## src/pkg/psf_pkg.sv

```systemverilog
package psf_pkg;
  localparam int           PSF_DW            = 32;
  localparam logic [7:0]   PSF_FID_NOPPC     = 8'h11;
  localparam logic [7:0]   PSF_FID_SPM       = 8'h80;
  localparam int           PSF_PERM_BIT      = 0;
  localparam int           PSF_PLC_W         = 8;
  localparam logic         PSF_PERM_RST      = 1'h0;
  localparam logic [7:0]   PSF_PLC_RST       = 8'h00;
  // completion status codes: generic status type
  localparam logic [7:0]   PSF_SC_SUCCESS    = 8'h00;
  localparam logic [7:0]   PSF_SC_INV_FIELD  = 8'h02;
  localparam logic [7:0]   PSF_SC_INV_FID    = 8'h02;
  localparam logic [31:0]  PSF_ZERO_DW       = 32'h0000_0000;
endpackage : psf_pkg

```

## src/pkg/psf_cmd_if.sv

```systemverilog
`timescale 1ns/1ps
`default_nettype none
// decoded feature access between the top and the store
interface psf_cmd_if;
  logic        wr_perm;
  logic        wr_plc;
  logic [31:0] wdata;
  logic        perm;
  logic [7:0]  plc;
  modport ctl (output wr_perm, output wr_plc, output wdata, input perm, input plc);
  modport store (input wr_perm, input wr_plc, input wdata, output perm, output plc);
endinterface : psf_cmd_if
`default_nettype wire

```

## src/logic/psf_feature_regs.sv

```systemverilog
// Contract
// - feature id 11h selects the non-operational power config, set from Dword 11.
// - a get of feature 11h returns the current setting in completion Dword 0.
// - with permissive_enable set, background work may exceed the non-op power limit.
// - with permissive_enable clear, background work never exceeds the non-op limit; here bg_power_allowed_o falls one cycle late.
// - with permissive off, thermal management may be off and resume may be slow.
// - writing permissive_enable as 1 when unsupported aborts with Invalid Field.
// - feature id 80h is the progress marker, unchanged across power states.
// - preboot_load_count is bits 7:0, bits 31:8 reserved, returned in Dword 0.
`timescale 1ns/1ps
`default_nettype none
module psf_feature_regs
  import psf_pkg::*;
(
  // clock and reset
  input  wire logic        clock_i,
  input  wire logic        rst_i,
  // command request
  input  wire logic        req_valid_i,
  input  wire logic        req_set_i,
  input  wire logic [7:0]  req_fid_i,
  input  wire logic [31:0] req_dw11_i,
  // capability
  input  wire logic        permissive_supported_i,
  // power state context
  input  wire logic        in_nonop_state_i,
  input  wire logic        bg_work_pending_i,
  // completion
  output logic             cpl_valid_o,
  output logic [7:0]       cpl_status_o,
  output logic [31:0]      cpl_dw0_o,
  // power policy
  output logic             bg_power_allowed_o,
  output logic             thermal_power_allowed_o,
  output logic             perf_degraded_o,
  output logic             permissive_enable_o,
  output logic [7:0]       preboot_load_count_o
);
  psf_cmd_if cmd ();

  // feature addressed by the current request
  typedef enum logic [1:0] {
    sel_nonop,
    sel_marker,
    sel_unknown
  } psf_sel_t;

  psf_sel_t    req_sel;
  logic        is_noppc;
  logic        is_spm;
  logic        is_set;
  logic        is_get;
  logic        perm_reject;
  logic        bg_limited;
  logic        rd_nonop;
  logic        rd_marker;
  logic        held_set;
  logic        held_clr;
  logic        held_work_q;
  logic [31:0] rd_word;
  logic [7:0]  cpl_status_d;
  logic [31:0] cpl_dw0_d;

  assign is_noppc    = (req_fid_i == PSF_FID_NOPPC);
  assign is_spm      = (req_fid_i == PSF_FID_SPM);
  assign is_set      = req_valid_i && req_set_i;
  assign is_get      = req_valid_i && !req_set_i;
  assign perm_reject = req_dw11_i[PSF_PERM_BIT] && !permissive_supported_i;
  assign bg_limited  = in_nonop_state_i && !cmd.perm;
  assign rd_nonop    = (req_sel == sel_nonop);
  assign rd_marker   = (req_sel == sel_marker);

  always_comb begin
    req_sel = sel_unknown;
    if (is_noppc) begin
      req_sel = sel_nonop;
    end else if (is_spm) begin
      req_sel = sel_marker;
    end
  end

  // a refused set must leave the stored bit as it was
  assign cmd.wr_perm = is_set && is_noppc && !perm_reject;
  assign cmd.wr_plc  = is_set && is_spm;
  // the store takes only its own field, so reserved write bits go nowhere
  assign cmd.wdata   = req_dw11_i;

  psf_store u_store (
    .clock_i (clock_i),
    .rst_i   (rst_i),
    .cmd     (cmd)
  );

  // readback per bit: every reserved position is an explicit zero
  for (genvar gi = 0; gi < PSF_DW; gi = gi + 1) begin : g_rd_bit
    logic nonop_bit;
    logic marker_bit;
    if (gi == PSF_PERM_BIT) begin : g_perm
      assign nonop_bit = cmd.perm;
    end else begin : g_perm_rsv
      assign nonop_bit = 1'h0;
    end
    if (gi < PSF_PLC_W) begin : g_count
      assign marker_bit = cmd.plc[gi];
    end else begin : g_count_rsv
      assign marker_bit = 1'h0;
    end
    assign rd_word[gi] = (rd_nonop && nonop_bit) ||
                         (rd_marker && marker_bit);
  end

  // unknown ids share the invalid-field code, so the host sees one refusal kind
  // a get never fails for a known id
  always_comb begin
    cpl_status_d = PSF_SC_SUCCESS;
    unique case (req_sel)
      sel_nonop: begin
        if (req_set_i && perm_reject) begin
          cpl_status_d = PSF_SC_INV_FIELD;
        end
      end
      sel_marker: begin
        cpl_status_d = PSF_SC_SUCCESS;
      end
      sel_unknown: begin
        cpl_status_d = PSF_SC_INV_FID;
      end
    endcase
  end

  // sets answer with a zero Dword 0; only gets carry a stored value
  assign cpl_dw0_d = is_get ? rd_word : PSF_ZERO_DW;

  // completion: one cycle after the request
  always_ff @(posedge clock_i or posedge rst_i) begin
    if (rst_i) begin
      cpl_valid_o <= 1'h0;
    end else begin
      cpl_valid_o <= req_valid_i;
    end
  end

  // status and Dword 0 hold until the next request
  always_ff @(posedge clock_i or posedge rst_i) begin
    if (rst_i) begin
      cpl_status_o <= PSF_SC_SUCCESS;
    end else if (req_valid_i) begin
      cpl_status_o <= cpl_status_d;
    end
  end

  always_ff @(posedge clock_i or posedge rst_i) begin
    if (rst_i) begin
      cpl_dw0_o <= PSF_ZERO_DW;
    end else if (req_valid_i) begin
      cpl_dw0_o <= cpl_dw0_d;
    end
  end

  // work held back in a non-op state without permission counts as done once
  // nothing is pending, so slow resume ends with the backlog; set wins
  assign held_set = bg_limited && bg_work_pending_i;
  assign held_clr = !bg_work_pending_i;

  always_ff @(posedge clock_i or posedge rst_i) begin
    if (rst_i) begin
      held_work_q <= 1'h0;
    end else if (held_set) begin
      held_work_q <= 1'h1;
    end else if (held_clr) begin
      held_work_q <= 1'h0;
    end
  end

  // registered view: the limit follows a change of state or bit one cycle late
  always_ff @(posedge clock_i or posedge rst_i) begin
    if (rst_i) begin
      bg_power_allowed_o <= 1'h0;
    end else begin
      bg_power_allowed_o <= !bg_limited;
    end
  end

  // cooling may stay off whenever background work is held to the non-op limit
  always_ff @(posedge clock_i or posedge rst_i) begin
    if (rst_i) begin
      thermal_power_allowed_o <= 1'h0;
    end else begin
      thermal_power_allowed_o <= !bg_limited;
    end
  end

  // degraded only after resuming; drops one cycle after the non-op state is re-entered
  always_ff @(posedge clock_i or posedge rst_i) begin
    if (rst_i) begin
      perf_degraded_o <= 1'h0;
    end else begin
      perf_degraded_o <= held_work_q && !in_nonop_state_i;
    end
  end

  // copies of the stored values, one cycle behind the store
  always_ff @(posedge clock_i or posedge rst_i) begin
    if (rst_i) begin
      permissive_enable_o <= PSF_PERM_RST;
    end else begin
      permissive_enable_o <= cmd.perm;
    end
  end

  // no power state input reaches the count, so it persists across states
  always_ff @(posedge clock_i or posedge rst_i) begin
    if (rst_i) begin
      preboot_load_count_o <= PSF_PLC_RST;
    end else begin
      preboot_load_count_o <= cmd.plc;
    end
  end
endmodule : psf_feature_regs
`default_nettype wire

```

## src/logic/psf_store.sv

```systemverilog
`timescale 1ns/1ps
`default_nettype none
module psf_store
  import psf_pkg::*;
(
  // clock and reset
  input  wire logic clock_i,
  input  wire logic rst_i,
  // decoded access
  psf_cmd_if.store  cmd
);
  logic       perm_q;
  logic [7:0] plc_q;

  always_ff @(posedge clock_i or posedge rst_i) begin
    if (rst_i) begin
      perm_q <= PSF_PERM_RST;
    end else if (cmd.wr_perm) begin
      perm_q <= cmd.wdata[PSF_PERM_BIT];
    end
  end

  // no power state input reaches this register, so it persists across states
  always_ff @(posedge clock_i or posedge rst_i) begin
    if (rst_i) begin
      plc_q <= PSF_PLC_RST;
    end else if (cmd.wr_plc) begin
      plc_q <= cmd.wdata[PSF_PLC_W-1:0];
    end
  end

  assign cmd.perm = perm_q;
  assign cmd.plc  = plc_q;
endmodule : psf_store
`default_nettype wire

```

## config.mk

```make
export PLATFORM = sky130hd
export DESIGN_NAME = psf_feature_regs
export DESIGN_NICKNAME = d
export VERILOG_FILES = /design/src/pkg/psf_pkg.sv /design/src/pkg/psf_cmd_if.sv /design/src/logic/psf_feature_regs.sv /design/src/logic/psf_store.sv
export SDC_FILE = /design/constraint.sdc
export NUM_CORES = 1
export LEC_CHECK = 0
export ABC_AREA = 1
export BUFFER_PORTS_ARGS = -buffer_cell sky130_fd_sc_hd__buf_2
export CAP_MARGIN = 10
export CORE_MARGIN = 3
export CORE_UTILIZATION = 44
export DETAILED_ROUTE_END_ITERATION = 10
export MAX_ROUTING_LAYER = met4
export PLACE_DENSITY = 0.85
export SYNTH_ARGS = -nofsm -noshare
export SYNTH_HDL_FRONTEND = slang
export SYNTH_HIERARCHICAL = 1
export SYNTH_SLANG_ARGS = --single-unit
```

## constraint.sdc

```tcl
create_clock -name clock_i -period 1.2 [get_ports clock_i]
set_input_delay 0.12 -clock clock_i [delete_from_list [all_inputs] [get_ports clock_i]]
set_output_delay 0.12 -clock clock_i [all_outputs]
set_load 0.005 [all_outputs]
```

* Word-level counts from Yosys, hierarchy flattened
Index checks and enable logic that the tools add are counted.
Cells by class: add/subtract/negate cells 0, multiply operators 0, div/mod/pow operators 0, $lt $le $gt $ge 0, eq/ne operators 5, shifts and indexed selects 0, mux-type cells 7, bitwise operators 0, reductions and logical operators 27
Operators by type and width (count):
- $pmux W8 S3 | 1
- $logic_and A1 B1 Y1 | 19
- $eq A8 B5 Y1 const B | 1
- $eq A8 B8 Y1 const B | 1
- $mux W8 | 1
- $logic_not A1 Y1 | 6
- $mux W2 | 3
- $eq A2 B1 Y1 const B | 1
- $eq A2 B2 Y1 const B | 1
- $logic_not A2 Y1 | 1
- $mux W1 | 2
- $ne A2 B1 Y1 const B | 1
- $logic_or A1 B1 Y1 | 1
Word-level totals: bits in registers 62, bits in latches 0, bits in writable memories 0, bits in read-only memories 0, bits of input ports 47, output and inout port bits 53, logic and storage cells 49, memories 0

* Depth between registers and ports, before layout
word-level depth 7, mapped depth 9

* By module
The synthesis kept the hierarchy.
By module, submodules not included:
- psf_feature_regs | times used 1, cells an instance 118, area an instance 1094.8 µm², sequential area each 550.5 µm²
- psf_store | times used 1, cells an instance 40, area an instance 349.1 µm², sequential area each 225.2 µm²

* Least setup slack after synthesis
Ideal clock, no wire load.
path type input to register, start point input req_fid_i[2], end point register u_store.plc_q[0] (netlist: u_store/cmd.plc[0]), library setup time 0.116 ns, arrival time 0.860 ns, required time 1.084 ns, slack 0.223 ns, cell stages on the path 9, path buffers 1, cells stage by stage inv_1 > nand2_2 > nor2_4 > nand2_4 > nor2_1 > buf_6 > inv_2 > nand2_1 > nand2_1
Between the ends: word-level cells in the longest chain between the ends 2
RTL lines:
- start: declaration | line psf_feature_regs.sv:21 | input wire logic [7:0] req_fid_i,
- $eq A8 B8 Y1 | line psf_feature_regs.sv:65 | assign is_spm = (req_fid_i == PSF_FID_SPM);
- $logic_and A1 B1 Y1 | line psf_feature_regs.sv:84 | assign cmd.wr_plc = is_set && is_spm;
- net cmd.wr_plc | line psf_cmd_if.sv:6 | logic wr_plc;
- end signal: assignment | line psf_store.sv:28 | plc_q <= cmd.wdata[PSF_PLC_W-1:0];
- end: declaration | line psf_store.sv:13 | logic [7:0] plc_q;
The timed path passes the listed nets, and every way through them passes these cells. A chain may end at the register's enable or synchronous reset.

* Worst setup path after layout
start point input req_valid_i, end point register u_store.plc_q[2] (netlist: u_store/cmd.plc[2])
Between the ends: word-level cells in the longest chain between the ends 2
RTL lines:
- start: declaration | line psf_feature_regs.sv:19 | input wire logic req_valid_i,
- $logic_and A1 B1 Y1 | line psf_feature_regs.sv:66 | assign is_set = req_valid_i && req_set_i;
- $logic_and A1 B1 Y1 | line psf_feature_regs.sv:84
- net cmd.wr_plc | line psf_cmd_if.sv:6
The timed path passes the listed nets, and every way through them passes these cells.

==> reports/summary.txt <==
# IOs - 100
Leakage - 1.04 nW
First-pass GRT wire length - 4060 um
Final hold violation count - 0
Initial Util - 0.465
HP Class - in -> reg
Worst IR Drop VDD - 0.406 mV
Initial antenna violation count - 0
Post-Synthesis Cell Area - 1440 um^2
Final core occ - 0.565
Clock Tree Buf Depth - 2
Sink Count - 31
Biggest area consumer among synthesized cells - dfrtp_1
Clk pwr share - 0.299
CP arrival - 1.35 ns
Setup TNS - 0 ns
Register bit total from synthesis - 31
Final worst slack - 0.0647 ns
Share of the synthesized area in the top cell type - 0.537
Skew final - 0.00338 ns
Die ar. - 4000 um^2
RSZ-0062 raised after global routing - false
Warnings from Yosys - 6
CTS resizes - 0
Max Clk Rate - 0.881 GHz
Reg power frac - 0.599
Area grow syn2layout - 21.4%
Pre-Repair DR Iteration Count - 4
Die Wd - 63.3 um
Clock slew at the register clock pins of the worst setup and hold paths - 0.08 ns
Crit path launch type - input pin
Avg WL per Cell - 9.63 um
Pins Over Slew Limit - 0
Synth cell types - 17
Gp weighted congestion - 0.742
Mean Syn Cell Area - 9.14 um^2
Largest net degree at the start of global routing - 23
Rows - 20
CTS HTree Levels - 2
Final min period - 1.14 ns
Power Total - 0.00180 W
Overflow after GRT - 0
Period utilization - 0.946
Vias per cell - 4.15
Post-route ant nets - 0
R2R depth - 3
# setup viols final - 0
Largest cells by area after synthesis - dfrtp_1 54%, buf_4 17%, nand2_1 14%, inv_1 3.6%, o21ai_1 2.4%
Kind of critical path - in -> reg
Place WS - 0.0464 ns
WHS - 0.0369 ns
PwrDens - 1030 nW/um^2
Post-DP HPWL - 2040 um
Cts bufs inserted - 5
Core footprint - 3100 um^2
Initial DRC Count - 65
Net Sw Power - 0.000429 W
Hold path cells - 2
Die height - 63.3 um
Final nets - 266
Outcome - finished, final reports clean
Cell count after synthesis - 158
Gate power share - 0.102
Clock Latency Late Sink - 0.32 ns
CTS tree - built
Via count - 1096
Detailed-route DRC error count - 0
Max FO, Critical Path - 9
Seq/Total Area, Yosys - 0.537
Fillers - 291
CTS root buffer - clkbuf_4
Vias in the first global route - 993
Worst EP required - 1.42 ns
Internal power - 0.00137 W
Switch share - 0.238
Port bufs - 44
GRT Total Usage - 0.138
Max Cap Viol - 0
Share of cells above drive strength 1 - 0.277
Antenna cells - 0
Critical path capture point type - register
Routed WL - 2540 um
==> worst paths after layout <==
| path | slack [ns] | to | startpoint |
|---|---|---|---|
| max reg2reg | 0.43 | held_work_q | u_store/cmd.perm |
| min reg2reg | 0.41 | preboot_load_count_o[2] | u_store/cmd.plc[2] |
| max | 0.06 | u_store/cmd.plc[2] | req_valid_i |
| min in group asynchronous | 0.29 | u_store/cmd.plc[4] | rst_i |
| min | 0.04 | held_work_q | bg_work_pending_i |
| max in group asynchronous | 0.62 | cpl_dw0_o[5] | rst_i |
==> stage by stage <==
step           std cells  area [um^2]
5_1_grt              264         1750
4_1_cts              264         1750
2_1_floorplan        188         1560
3_5_place_dp         246         1600
6_report             264         1750
3_3_place_gp         246         1600
==> cells by family (layout without fill, tap and decap cells) <==
group	after synthesis	after routing	synth area share
flip-flops	31	31	0.537
buffers and inverters	49	81	0.216
AO/OA/AOI/OAI	9	9	0.0381
AND/OR/NAND/NOR	68	68	0.206
other	1	31	0.00260
==> placed cells by master (no fill, tap or decap) <==
| cell type | Yosys | layout |
|---|---|---|
| a211oi_2 | 1 | 1 |
| a21boi_0 | 1 | 1 |
| buf_2 | 0 | 44 |
| buf_4 | 32 | 3 |
| clkbuf_1 | 0 | 2 |
| clkbuf_4 | 0 | 5 |
| clkinv_2 | 0 | 1 |
| conb_1 | 1 | 31 |
| dfrtp_1 | 31 | 31 |
| dlygate4sd3_1 | 0 | 10 |
| inv_1 | 14 | 14 |
| inv_2 | 2 | 2 |
| nand2_1 | 55 | 55 |
| nand2_2 | 1 | 1 |
| nand2_4 | 1 | 1 |
| nand3_1 | 5 | 5 |
| nor2_1 | 3 | 3 |
| nor2_2 | 1 | 1 |
| nor2_4 | 1 | 1 |
| nor2_8 | 1 | 1 |
| o21ai_1 | 7 | 7 |
==> cell type report <==
cell class                 count  area [um^2]  share of cell area
clock buffer                   7         45.0              0.0257
clock inverter                 1         5.00             0.00286
inverter                      16         60.1              0.0343
multi-input combinational    108          469               0.268
sequential                    31          776               0.443
tap                           44         55.1              0.0314
timing repair buffer          57          343               0.196
==> timing repair <==
item	in CTS	in global routing
endpoints found under the hold margin	41	0
hold buffers	10	0
setup buffers	0	0
==> Yosys cell counts <==
cell type / n
nand2_4: 1
inv_1: 14
nand2_1: 55
nor2_8: 1
nor2_4: 1
nor2_2: 1
o21ai_1: 7
a21boi_0: 1
buf_4: 32
nand3_1: 5
dfrtp_1: 31
buf_6: 1
conb_1: 1
a211oi_2: 1
nand2_2: 1
nor2_1: 3
inv_2: 2
==> state kept, by name, indices dropped and copies added (netlist names) <==
signal                count
cpl_dw0_o                 8
preboot_load_count_o      8
u_store/cmd.plc           8
bg_power_allowed_o        1
cpl_status_o              1
cpl_valid_o               1
held_work_q               1
perf_degraded_o           1
permissive_enable_o       1
u_store/cmd.perm          1
==> metal layers <==
layer | track usage | routed length [um]
met4 | 0.0809 | 40
met5 | - | 0
met2 | 0.242 | 1350
met3 | 0.0481 | 217
met1 | 0.130 | 938
==> critical path: stages <==
cell           delay [ns]
dlygate4sd3_1        0.52
buf_2                0.13
nand2_1              0.08
nor2_1               0.12
buf_4                0.17
inv_2                0.08
nand2_1              0.07
nand2_1              0.05
==> power groups by stage <==
stage | Combinational [W] | Sequential [W] | Clock, W
floorplan | 0.000159 | 0.00110 | 0
global placement | 0.000154 | 0.00110 | 0
finish | 0.000184 | 0.00108 | 0.000539
detailed placement | 0.000159 | 0.00110 | 0
global route | 0.000209 | 0.00108 | 0.000629
CTS | 0.000184 | 0.00108 | 0.000572
Note: power is estimated with default switching activity, not from simulation.
